$ cat config.mk
export PLATFORM = sky130hd
export DESIGN_NAME = nvm_prog_status
export DESIGN_NICKNAME = d
export VERILOG_FILES = /design/src/nvm_prog_pkg.sv /design/src/nvm_prog_status.sv
export SDC_FILE = /design/constraint.sdc
export NUM_CORES = 1
export LEC_CHECK = 0
export BUFFER_PORTS_ARGS = -buffer_cell sky130_fd_sc_hd__buf_4
export CORE_ASPECT_RATIO = 1.5
export CORE_UTILIZATION = 35
export DETAILED_ROUTE_END_ITERATION = 16
export PLACE_DENSITY = 0.65
export RECOVER_POWER = 100
export SYNTH_ARGS = -nofsm -noshare
export SYNTH_HDL_FRONTEND = slang
export SYNTH_SLANG_ARGS = --single-unit
export TNS_END_PERCENT = 1
$ cat constraint.sdc
create_clock -name ref_clk -period 4.4 [get_ports ref_clk]
set_input_delay 0.88 -clock ref_clk [delete_from_list [all_inputs] [get_ports ref_clk]]
set_output_delay 0.88 -clock ref_clk [all_outputs]
set_load 0.02 [all_outputs]
$ cat src/nvm_prog_pkg.sv
// package for the nvm programming status and ecc result block
// assumes 8-bit register data and a 16-bit register address
`default_nettype none

package nvm_prog_pkg;

    // ------------------------------------------------------------
    // register map
    // ------------------------------------------------------------
    localparam logic [15:0] ADDR_PROG_CTRL = 16'h030b;
    localparam logic [15:0] ADDR_ECC_RES_FIRST = 16'h0510;
    localparam logic [15:0] ADDR_ECC_RES_LAST = 16'h0518;
    localparam logic [15:0] ADDR_PROG_STAT = 16'h0519;
    localparam logic [15:0] ADDR_IRQ_STAT = 16'h0520;
    localparam logic [15:0] ADDR_IRQ_MASK = 16'h0521;

    // ------------------------------------------------------------
    // field positions
    // ------------------------------------------------------------
    localparam int CTRL_START_BIT = 0;
    localparam int CTRL_PAGE_BIT = 1;
    localparam int IRQ_DONE_BIT = 0;
    localparam int IRQ_ERR_BIT = 1;
    localparam int IRQ_ECC_BIT = 2;
    localparam int ECC_BYTES = 9;

    // ------------------------------------------------------------
    // reset values
    // ------------------------------------------------------------
    localparam logic [7:0] STAT_RESET = 8'h00;
    localparam logic [7:0] ECC_RESET = 8'h00;
    localparam logic [2:0] IRQ_RESET = 3'h0;

    // ------------------------------------------------------------
    // timing: supply stability window before the burn
    // ------------------------------------------------------------
    localparam int CLK_PERIOD_NS = 4;
    localparam int PRECHECK_NS = 10000;
    localparam int PRECHECK_CYC = (PRECHECK_NS / CLK_PERIOD_NS) > 0 ?
        (PRECHECK_NS / CLK_PERIOD_NS) : 1;

    // ------------------------------------------------------------
    // types
    // ------------------------------------------------------------
    typedef struct packed {
        logic unlocked;
        logic overtemp_abort_flag;
        logic prog_supply_low_flag;
        logic prog_supply_high_flag;
        logic precheck_supply_low_flag;
        logic precheck_supply_high_flag;
        logic page_setting_error_flag;
        logic done;
    } prog_status_t;

    typedef struct packed {
        logic overtemp;
        logic supply_low;
        logic supply_high;
    } sense_t;

    typedef struct packed {
        logic page_attempted_flag;
        logic uv_ok;
        logic ov_ok;
    } page_state_t;

    typedef enum logic [2:0] {
        ST_IDLE = 3'b001,
        ST_CHECK = 3'b010,
        ST_BURN = 3'b100
    } prog_state_t;

endpackage

`default_nettype wire

$ cat src/nvm_prog_status.sv
// programming status, sequencing and ecc self-test result registers
// assumes sense pins are asynchronous, otp macro and coder share ref_clk
//
// Function
// - nine read-only ecc result bytes at consecutive addresses
// - decoder test fills result bytes one to eight
// - encoder test fills result bytes one to nine
// - over-temperature refuses programming and sets its error bit unless the page error bit is set
// - low supply during burn sets undervoltage error bit
// - high supply during burn sets overvoltage error bit
// - stability check before burn; low supply sets its own bit
// - stability check high supply sets its own separate bit
// - page error when locked, page attempted, or page format error
// - completion bit set when burn finishes, zero otherwise
// - start write clears supply, stability, page errors and completion
// - page format error when uv-ok or ov-ok set without attempt
//
// Decided for this implementation: the plain strobed port.
`timescale 1ns/1ps
`default_nettype none

module nvm_prog_status (
    // clock and reset
    input wire logic ref_clk,
    input wire logic nrst,
    // register port
    input wire logic [15:0] reg_addr,
    input wire logic [7:0] reg_wdata,
    input wire logic reg_wr,
    input wire logic reg_rd,
    output logic [7:0] reg_rdata,
    // unlock code checker
    input wire logic unlock_ok,
    // analog sense pins
    input wire nvm_prog_pkg::sense_t sense_pin,
    // per-page otp state, index 0 is page 1
    input wire nvm_prog_pkg::page_state_t page_state [2],
    // otp macro
    output logic burn_en,
    output logic burn_page,
    input wire logic burn_done,
    // ecc coder
    input wire logic coder_direction_select,
    input wire logic ecc_result_valid,
    input wire logic [71:0] ecc_result,
    // interrupt
    output logic irq
);

    // ------------------------------------------------------------
    // sense synchronisers
    // ------------------------------------------------------------
    nvm_prog_pkg::sense_t sync1_r;
    nvm_prog_pkg::sense_t sync2_r;
    nvm_prog_pkg::sense_t sync3_r;
    nvm_prog_pkg::sense_t sense_r;

    always_ff @(posedge ref_clk or negedge nrst) begin
        if (!nrst) begin
            sync1_r <= '0;
            sync2_r <= '0;
            sync3_r <= '0;
        end else begin
            sync1_r <= sense_pin;
            sync2_r <= sync1_r;
            sync3_r <= sync2_r;
        end
    end

    // a bit moves only once two stages agree, filtering one-cycle glitches
    always_ff @(posedge ref_clk or negedge nrst) begin
        if (!nrst) begin
            sense_r <= '0;
        end else begin
            sense_r <= (sync2_r & sync3_r) | (sense_r & (sync2_r | sync3_r));
        end
    end

    // ------------------------------------------------------------
    // register decode
    // ------------------------------------------------------------
    logic wr_ctrl;
    logic start_req;
    logic [7:0] ctrl_r;
    nvm_prog_pkg::prog_status_t stat_r;
    nvm_prog_pkg::prog_state_t state_r;
    logic idle;

    assign wr_ctrl = reg_wr && (reg_addr == nvm_prog_pkg::ADDR_PROG_CTRL);
    assign idle = (state_r == nvm_prog_pkg::ST_IDLE);
    // a start while a burn is running is dropped entirely
    assign start_req = wr_ctrl && reg_wdata[nvm_prog_pkg::CTRL_START_BIT]
        && idle;

    always_ff @(posedge ref_clk or negedge nrst) begin
        if (!nrst) begin
            ctrl_r <= 8'h00;
        end else if (wr_ctrl && idle) begin
            ctrl_r <= {6'h00, reg_wdata[nvm_prog_pkg::CTRL_PAGE_BIT], 1'b0};
        end
    end

    // ------------------------------------------------------------
    // page checks
    // ------------------------------------------------------------
    logic sel_page;
    logic [1:0] fmt_err;
    logic page_bad;

    assign sel_page = reg_wdata[nvm_prog_pkg::CTRL_PAGE_BIT];

    for (genvar p = 0; p < 2; p++) begin : g_fmt
        assign fmt_err[p] = (page_state[p].uv_ok || page_state[p].ov_ok)
            && !page_state[p].page_attempted_flag;
    end

    assign page_bad = !stat_r.unlocked
        || page_state[sel_page].page_attempted_flag
        || fmt_err[sel_page];

    // ------------------------------------------------------------
    // programming sequencer
    // ------------------------------------------------------------
    logic [11:0] chk_cnt_r;
    logic go_check;
    logic chk_fail;
    logic chk_end;
    logic burn_fail;
    logic burn_end;

    assign go_check = start_req && !page_bad && !sense_r.overtemp;
    assign chk_fail = (state_r == nvm_prog_pkg::ST_CHECK)
        && (sense_r.supply_low || sense_r.supply_high);
    assign chk_end = (state_r == nvm_prog_pkg::ST_CHECK) && !chk_fail
        && (chk_cnt_r == 12'(nvm_prog_pkg::PRECHECK_CYC - 1));
    assign burn_fail = (state_r == nvm_prog_pkg::ST_BURN)
        && (sense_r.supply_low || sense_r.supply_high);
    assign burn_end = (state_r == nvm_prog_pkg::ST_BURN) && !burn_fail
        && burn_done;

    always_ff @(posedge ref_clk or negedge nrst) begin
        if (!nrst) begin
            state_r <= nvm_prog_pkg::ST_IDLE;
        end else begin
            unique case (state_r)
                nvm_prog_pkg::ST_IDLE: begin
                    if (go_check) begin
                        state_r <= nvm_prog_pkg::ST_CHECK;
                    end
                end
                nvm_prog_pkg::ST_CHECK: begin
                    if (chk_fail) begin
                        state_r <= nvm_prog_pkg::ST_IDLE;
                    end else if (chk_end) begin
                        state_r <= nvm_prog_pkg::ST_BURN;
                    end
                end
                nvm_prog_pkg::ST_BURN: begin
                    if (burn_fail || burn_end) begin
                        state_r <= nvm_prog_pkg::ST_IDLE;
                    end
                end
                default: begin
                    state_r <= nvm_prog_pkg::ST_IDLE;
                end
            endcase
        end
    end

    always_ff @(posedge ref_clk or negedge nrst) begin
        if (!nrst) begin
            chk_cnt_r <= 12'h000;
        end else if (state_r == nvm_prog_pkg::ST_CHECK) begin
            chk_cnt_r <= chk_cnt_r + 12'h001;
        end else begin
            chk_cnt_r <= 12'h000;
        end
    end

    assign burn_en = (state_r == nvm_prog_pkg::ST_BURN);
    assign burn_page = ctrl_r[nvm_prog_pkg::CTRL_PAGE_BIT];

    // ------------------------------------------------------------
    // status register
    // ------------------------------------------------------------
    // unlock set wins over a relocking write in the same cycle
    always_ff @(posedge ref_clk or negedge nrst) begin
        if (!nrst) begin
            stat_r.unlocked <= 1'b0;
        end else if (unlock_ok) begin
            stat_r.unlocked <= 1'b1;
        end else if (reg_wr && !wr_ctrl) begin
            stat_r.unlocked <= 1'b0;
        end
    end

    // flags only change on a start or on a sequencer event, so set and
    // clear never meet in one cycle
    always_ff @(posedge ref_clk or negedge nrst) begin
        if (!nrst) begin
            stat_r[6:0] <= nvm_prog_pkg::STAT_RESET[6:0];
        end else if (start_req) begin
            stat_r.overtemp_abort_flag <= !page_bad && sense_r.overtemp;
            stat_r.prog_supply_low_flag <= 1'b0;
            stat_r.prog_supply_high_flag <= 1'b0;
            stat_r.precheck_supply_low_flag <= 1'b0;
            stat_r.precheck_supply_high_flag <= 1'b0;
            stat_r.page_setting_error_flag <= page_bad;
            stat_r.done <= 1'b0;
        end else begin
            if (chk_fail) begin
                stat_r.precheck_supply_low_flag <= sense_r.supply_low;
                stat_r.precheck_supply_high_flag <= sense_r.supply_high;
            end
            if (burn_fail) begin
                stat_r.prog_supply_low_flag <= sense_r.supply_low;
                stat_r.prog_supply_high_flag <= sense_r.supply_high;
            end
            if (burn_end) begin
                stat_r.done <= 1'b1;
            end
        end
    end
    // over-temperature is checked after page errors, so a bad page never
    // reports both flags

    // ------------------------------------------------------------
    // ecc result bytes
    // ------------------------------------------------------------
    logic [7:0] ecc_r [nvm_prog_pkg::ECC_BYTES];

    for (genvar b = 0; b < nvm_prog_pkg::ECC_BYTES; b++) begin : g_ecc
        always_ff @(posedge ref_clk or negedge nrst) begin
            if (!nrst) begin
                ecc_r[b] <= nvm_prog_pkg::ECC_RESET;
            end else if (ecc_result_valid) begin
                if (b == nvm_prog_pkg::ECC_BYTES - 1
                    && !coder_direction_select) begin
                    ecc_r[b] <= nvm_prog_pkg::ECC_RESET;
                end else begin
                    ecc_r[b] <= ecc_result[b*8 +: 8];
                end
            end
        end
    end

    // ------------------------------------------------------------
    // interrupt status and mask
    // ------------------------------------------------------------
    logic [2:0] irq_stat_r;
    logic [2:0] irq_mask_r;
    logic [2:0] irq_ev;
    logic [2:0] irq_clr;
    logic wr_istat;

    assign irq_ev = {ecc_result_valid,
        start_req && (page_bad || sense_r.overtemp) || chk_fail || burn_fail,
        burn_end};
    assign wr_istat = reg_wr && (reg_addr == nvm_prog_pkg::ADDR_IRQ_STAT);
    assign irq_clr = wr_istat ? reg_wdata[2:0] : 3'h0;

    always_ff @(posedge ref_clk or negedge nrst) begin
        if (!nrst) begin
            irq_stat_r <= nvm_prog_pkg::IRQ_RESET;
        end else begin
            irq_stat_r <= (irq_stat_r & ~irq_clr) | irq_ev;
        end
    end

    always_ff @(posedge ref_clk or negedge nrst) begin
        if (!nrst) begin
            irq_mask_r <= nvm_prog_pkg::IRQ_RESET;
        end else if (reg_wr && reg_addr == nvm_prog_pkg::ADDR_IRQ_MASK) begin
            irq_mask_r <= reg_wdata[2:0];
        end
    end

    assign irq = |(irq_stat_r & irq_mask_r);

    // ------------------------------------------------------------
    // read path
    // ------------------------------------------------------------
    logic [7:0] rd_nxt;
    logic [15:0] ecc_idx;

    assign ecc_idx = reg_addr - nvm_prog_pkg::ADDR_ECC_RES_FIRST;

    always_comb begin
        rd_nxt = 8'h00;
        if (reg_addr >= nvm_prog_pkg::ADDR_ECC_RES_FIRST
            && reg_addr <= nvm_prog_pkg::ADDR_ECC_RES_LAST) begin
            rd_nxt = ecc_r[ecc_idx[3:0]];
        end else if (reg_addr == nvm_prog_pkg::ADDR_PROG_STAT) begin
            rd_nxt = stat_r;
        end else if (reg_addr == nvm_prog_pkg::ADDR_PROG_CTRL) begin
            rd_nxt = ctrl_r;
        end else if (reg_addr == nvm_prog_pkg::ADDR_IRQ_STAT) begin
            rd_nxt = {5'h00, irq_stat_r};
        end else if (reg_addr == nvm_prog_pkg::ADDR_IRQ_MASK) begin
            rd_nxt = {5'h00, irq_mask_r};
        end
    end

    always_ff @(posedge ref_clk or negedge nrst) begin
        if (!nrst) begin
            reg_rdata <= 8'h00;
        end else begin
            reg_rdata <= reg_rd ? rd_nxt : 8'h00;
        end
    end
endmodule

`default_nettype wire

Yosys cells after proc, flatten, opt, wreduce, memory -nomap -nowiden
Index checks and enable logic that the tools add are counted.
Word-level totals
  bits in registers: 122
  input bits: 113
  output and inout port bits: 11
  word-level logic and storage cells: 135
Cells by class
  add/sub/neg operators: 2
  order comparisons: 5
  eq/ne operators: 11
  muxes and demuxes: 29
  bitwise operators: 10
  reduce and logical (&&, ||, !) cells: 43
Operators with widths (count)
  8-bit two-way mux: 8
  16-bit by 11-bit equality test with 1-bit output, second input constant: 3
  8-bit binary-select mux with 4-bit select: 1
  3-bit two-way mux: 9
  1-bit logical AND: 20
  16-bit by 10-bit equality test with 1-bit output, second input constant: 1
  16-bit by 11-bit >= comparator with 1-bit output, second input constant: 1
  16-bit by 11-bit less-or-equal comparator with 1-bit output, second input constant: 1
  12-bit by 1-bit adder with 12-bit output, second input constant: 1
  3-bit AND: 4
  12-bit equality test, second input constant: 1
  12-bit two-way mux: 1
  1-bit logical OR: 9
  3-bit bitwise OR: 3
  3-bit one-hot mux with 3 select lines: 1
  1-bit logical NOT: 8
  2-bit nonzero test: 4
  1-bit two-way mux: 6
  5-bit >= comparator, second input constant: 1
  4-bit inverter with 5-bit output: 1
  2-bit two-way mux: 2
  4-bit two-way mux: 1
  2-bit by 1-bit != test with 1-bit output, second input constant: 2
  4-bit by 1-bit subtractor with 4-bit output, second input constant: 1
  other kinds (10): 10

Depth between registers and ports, before layout
  depth after elaboration: 11
  gate-level depth with buffers: 6
  mapped depth without buffers: 5

Worst setup path after synthesis
No wires, ideal clock.
  kind: input to register
  start point: in reg_addr[14]
  end point: reg stat_r[1] (netlist name)
  library setup time: 0.125 ns
  data arrival time: 2.240 ns
  data required time: 4.275 ns
  slack: 2.035 ns
  stages on the path: 4
  buffers on the path: 0
  path through: nor4_4 -> nand3_2 -> nor4_4 -> mux2_4
On the way
  word-level cells in the longest chain between the ends: 4
Ends and longest elaborated chain
  start: declaration: line nvm_prog_status.sv:27  | input wire logic [15:0] reg_addr,
  16-bit by 10-bit equality test with 1-bit output: line nvm_prog_status.sv:89  | assign wr_ctrl = reg_wr && (reg_addr == nvm_prog_pkg::ADDR_PROG_CTRL);
  1-bit logical AND: line nvm_prog_status.sv:89
  1-bit logical AND: line nvm_prog_status.sv:92  | assign start_req = wr_ctrl && reg_wdata[nvm_prog_pkg::CTRL_START_BIT]
  1-bit logical AND: line nvm_prog_status.sv:93  | && idle;
  end: declaration: line nvm_prog_status.sv:85  | nvm_prog_pkg::prog_status_t stat_r;
Every way passes these cells.
A chain may end at the register's enable or synchronous reset.

Worst setup path in the final report
  start point: in reg_addr[14]
  end point: reg reg_rdata[1]
On the way
  word-level cells in the longest chain between the ends: 7
  elaborated cells between the ends (all ways): 13
  those cells by class: 2 x order compare; 4 x eq/ne; 6 x mux; 1 x reduce/logical
Ends and longest elaborated chain
  16-bit by 11-bit equality test with 1-bit output: line nvm_prog_status.sv:299  | end else if (reg_addr == nvm_prog_pkg::ADDR_IRQ_MASK) begin
  3-bit two-way mux: line nvm_prog_status.sv:299
  8-bit two-way mux: line nvm_prog_status.sv:297  | end else if (reg_addr == nvm_prog_pkg::ADDR_IRQ_STAT) begin
  8-bit two-way mux: line nvm_prog_status.sv:295  | end else if (reg_addr == nvm_prog_pkg::ADDR_PROG_CTRL) begin
  8-bit two-way mux: line nvm_prog_status.sv:293  | end else if (reg_addr == nvm_prog_pkg::ADDR_PROG_STAT) begin
  8-bit two-way mux *: line nvm_prog_status.sv:290  | if (reg_addr >= nvm_prog_pkg::ADDR_ECC_RES_FIRST
  8-bit two-way mux *: line nvm_prog_status.sv:308  | reg_rdata <= reg_rd ? rd_nxt : 8'h00;
  end signal: assignment: line nvm_prog_status.sv:308
  end: declaration: line nvm_prog_status.sv:31  | output logic [7:0] reg_rdata,
Every way passes the cells marked *; elsewhere a longest branch is shown, timed or not.

==> metrics.md <==
| Metric | Value |
|---|---|
| Busiest grt layer | met2 |
| Worst r2r src | chk_cnt_r[9] |
| N_diodes | 0 |
| Input/output buffers | 118 |
| Min-delay worst type | flip-flop to flip-flop |
| Post-synth ARST share | 100.0% |
| Detail Placement HPWL | 9.990 mm |
| Register Area | 3054 sq um |
| Layout cell share with drive strength beyond 1 | 38.26% |
| Die X | 104.8 um |
| Clock slew at reported path FFs | 0.05 ns |
| Core area | 15550 sq um |
| Clock skew | 0.008407 ns |
| Switching share of total power | 21.37% |
| Setup Buffers After CTS | 0 |
| Max IR drop VDD | 0.0002417 V |
| Final hold vios | 0 |
| Die area | 16370 sq um |
| Largest net degree at the start of global routing | 82 |
| Critical Path AT | between 3 and 4 ns |
| Final setup fails | 0 |
| Met1 Use GR | 20.39% |
| Startpoint type of the worst setup path | input pin |
| Vias in the first global route | 4171 |
| Row Count | 56 |
| Synth top area share | 54.58% |
| Clock power share | 48.5% |
| Switching power total | approximately 0.00063 W |
| CP Capture Type | flip-flop |
| Clock Tree Buf Depth | 2 |
| Status | complete, but fails checks |
| Post-synth EDFFs | 0 |
| Peak Freq | 0.3444 GHz |
| First-pass GRT wire length | around 22 mm |
| Synth area leader | dfrtp_1 |
| Crit path to | reg_rdata[1] |
| Routing usage on met2 | a little under a third |
| Critical path peak fanout | 8 |
| Synth area leaders | dfrtp_1, mux2_2, mux2i_1 |
| Initial core utilization | 35.67% |
| Placer Congestion | 0.8131 |
| Pwr dens | 414.6 nW/um^2 |
| CP max stage cell | nor4_1 |
| GR Layer Usage met3 | 3.509% |
| Routed length per instance | around 17 um |
| Gr usage total | around 17% |
| Fill count | between 1000 and 1500 |
| Cell Area, Synth | between 5000 and 6000 sq um |
| Post-synthesis sequential area ratio | 55.05% |
| CP required | about 4.7 ns |
| Final Cycle Share | 65.99% |
| Detailed-route wire length | 13.39 mm |
| Max Cap Viol | 2 |
| Pleak | about 3.2 nW |
| H-tree depth | 4 |
| Area grow syn2layout | 28.71% |
| Worst path most repeated cell | nor4_1 |
| DRT antenna net count | 0 |
| Worst r2r dst | state_r[2] |
| Warning count from the yosys run | 0 |
| Cell-internal power | ~0.0023 W |
| Initial antenna violation count | 0 |
| Multi-input logic area | 2303 sq um |
| Setup tns final | 0 ns |
| Unique masters post-synth | 50 |
| Cts hold-fix bufs | 0 |
| Synth Net Count | 562 |
| Die Ht | ~160 um |
| Critical path, cell by cell | clkbuf_4 > nor4_1 > nand3_1 > nor4_1 > a32o_1 |
| Num CTS Buffers | 17 |
| Clk Latency, worst-skew pair | just over 0.4 ns |
| CTS Root Cell | clkbuf_16 |
| Path depth of the worst reg2reg path | 4 |
| Detailed Routing Iterations Pass 1 | 6 |
| Drt via density | 5.064 |
| CP Class | input pin to flip-flop |
| Post-cts resize count | 0 |
| Worst setup path startpoint | reg_addr[14] |
| RSZ-0062 raised after global routing | false |
| Pins Over Slew Limit | 159 |
| Cells after Synth | 448 |
| Sink Count | 122 |
| Period minus WS final | 2.903 ns |
| Ys flop type | dfrtp_1 |
| Num ports | 124 |
| Synthesized flop and latch total | about 120 |
| CTS tree | done |
| Comb power frac | 9.7% |
| FF-to-FF setup slack | 2.57 ns |
| Hold_ws | around 0.35 ns |
| GR Overflow Total | 0 |
| Violated checks | capacitance limit, slew limit |
| Sequential Power Share | 41.7% |
| Crit path largest cell delay | 0.98 ns |
| DRC violations left | 0 |
| Worst slew margin | -26.63% |
| Avg Cell Area, Syn | 12.38 sq um |
| NumNets Final | around 680 |
| Worst-Margin Slew | 1.899 ns |
| Vias | 3940 |
| DR iter-0 viols | between 150 and 200 |
==> logic make-up (layout without fill, tap and decap cells) <==
| kind of cell | after synthesis | count (layout) | share of synthesized area [%] |
|---|---|---|---|
| flip-flops | 122 | 122 | 55.05 |
| adder cells (fa/ha/maj) | 4 | 4 | 0.7668 |
| multiplexers | 105 | 105 | 20.84 |
| AND/OR/NAND/NOR | 105 | 105 | 10.92 |
| XOR/XNOR | 9 | 9 | 1.421 |
| buffers and inverters | 39 | 166 | 2.752 |
| AO/OA/AOI/OAI | 64 | 64 | 8.254 |
==> sequential cells by signal, indices dropped and copies added (netlist names) <==
| signal | count |
|---|---|
| ecc_r | 72 |
| chk_cnt_r | 12 |
| reg_rdata | 8 |
| stat_r | 8 |
| irq_mask_r | 3 |
| irq_stat_r | 3 |
| sense_r | 3 |
| state_r | 3 |
| sync1_r | 3 |
| sync2_r | 3 |
| sync3_r | 3 |
| ctrl_r | 1 |
==> worst min-delay path by stage <==
stage               startpoint    endpoint  slack, ns  cells past startpoint
floorplan           sync1_r[0]  sync2_r[0]       0.33                      0
global placement    sync1_r[2]  sync2_r[2]       0.34                      0
detailed placement  sync1_r[2]  sync2_r[2]       0.34                      0
CTS                 sync1_r[2]  sync2_r[2]       0.35                      0
global route        sync1_r[2]  sync2_r[2]       0.35                      0
finish              sync1_r[2]  sync2_r[2]       0.35                      0
==> Yosys cell counts, types with 3 or more instances <==
library cell	number
nor4b_1	4
o211ai_1	7
xor2_1	4
a32o_1	8
and3_1	3
inv_1	16
mux2_2	76
o21ai_0	13
o22ai_1	3
nand4_1	3
nor3_1	5
nand2_1	24
nor4_1	4
maj3_1	3
clkbuf_1	16
buf_2	5
nor2b_1	3
nand2b_1	5
a31oi_1	7
o221ai_1	8
nor4_4	3
a21oi_1	7
xnor2_1	5
nor2_1	19
mux2i_1	27
nand3_1	18
dfrtp_1	121
==> layout by cell type (no fill, tap or decap), types with 6 or more instances in the layout <==
| master | instances |
|---|---|
| a21oi_1 | 7 |
| a31oi_1 | 7 |
| a32o_1 | 8 |
| buf_4 | 102 |
| clkbuf_1 | 14 |
| clkbuf_16 | 17 |
| clkbuf_8 | 6 |
| dfrtp_1 | 121 |
| inv_1 | 16 |
| mux2_2 | 76 |
| mux2i_1 | 27 |
| nand2_1 | 24 |
| nand3_1 | 18 |
| nor2_1 | 19 |
| nor4_1 | 6 |
| o211ai_1 | 7 |
| o21ai_0 | 13 |
| o221ai_1 | 8 |
==> critical path: cells and delay by family <==
| kind | cells | cell delay [ns] |
|---|---|---|
| AND/OR/NAND/NOR | 3 | 1.90 |
| AO/OA/AOI/OAI | 1 | 0.34 |
| buffers and inverters | 1 | 0.11 |
==> area by class of cell <==
cell class / count / share of cell area (%)
Tap cell: 203 / 3.557
Sequential cell: 122 / 42.77
Clock inverter: 6 / 1.542
Inverter: 16 / 0.8411
Timing Repair Buffer: 120 / 11.86
Clock buffer: 24 / 7.167
Multi-Input combinational cell: 287 / 32.26
==> per-layer routing <==
metal  share of wire (%)  vias to the layer above
met4                 2.9                        0
met2                  53                      130
met5                   0                        -
met3                 4.7                       22
li1                    -                     1862
met1                  39                     1926
==> stage by stage <==
step	instances	instance area [sq um]	setup WS (ns)	util, %	power [W]
6_report	778	7141	1.497	45.91	0.002960
5_1_grt	778	7141	0.8799	45.91	0.003081
4_1_cts	778	7232	1.770	46.49	0.002995
3_5_place_dp	748	6610	1.366	42.50	0.001549
3_3_place_gp	748	6610	1.405	42.50	0.001539
2_1_floorplan	448	5548	2.035	-	0.001393
==> power groups by stage <==
| stage | registers [W] | logic, W | clock network, W |
|---|---|---|---|
| floorplan | 0.00124 | 0.000153 | 0 |
| global placement | 0.00125 | 0.000289 | 0 |
| detailed placement | 0.00125 | 0.000295 | 0 |
| CTS | 0.00124 | 0.000296 | 0.00146 |
| global route | 0.00124 | 0.000315 | 0.00152 |
| finish | 0.00123 | 0.000289 | 0.00144 |
Note: power is estimated with default switching activity, not from simulation.
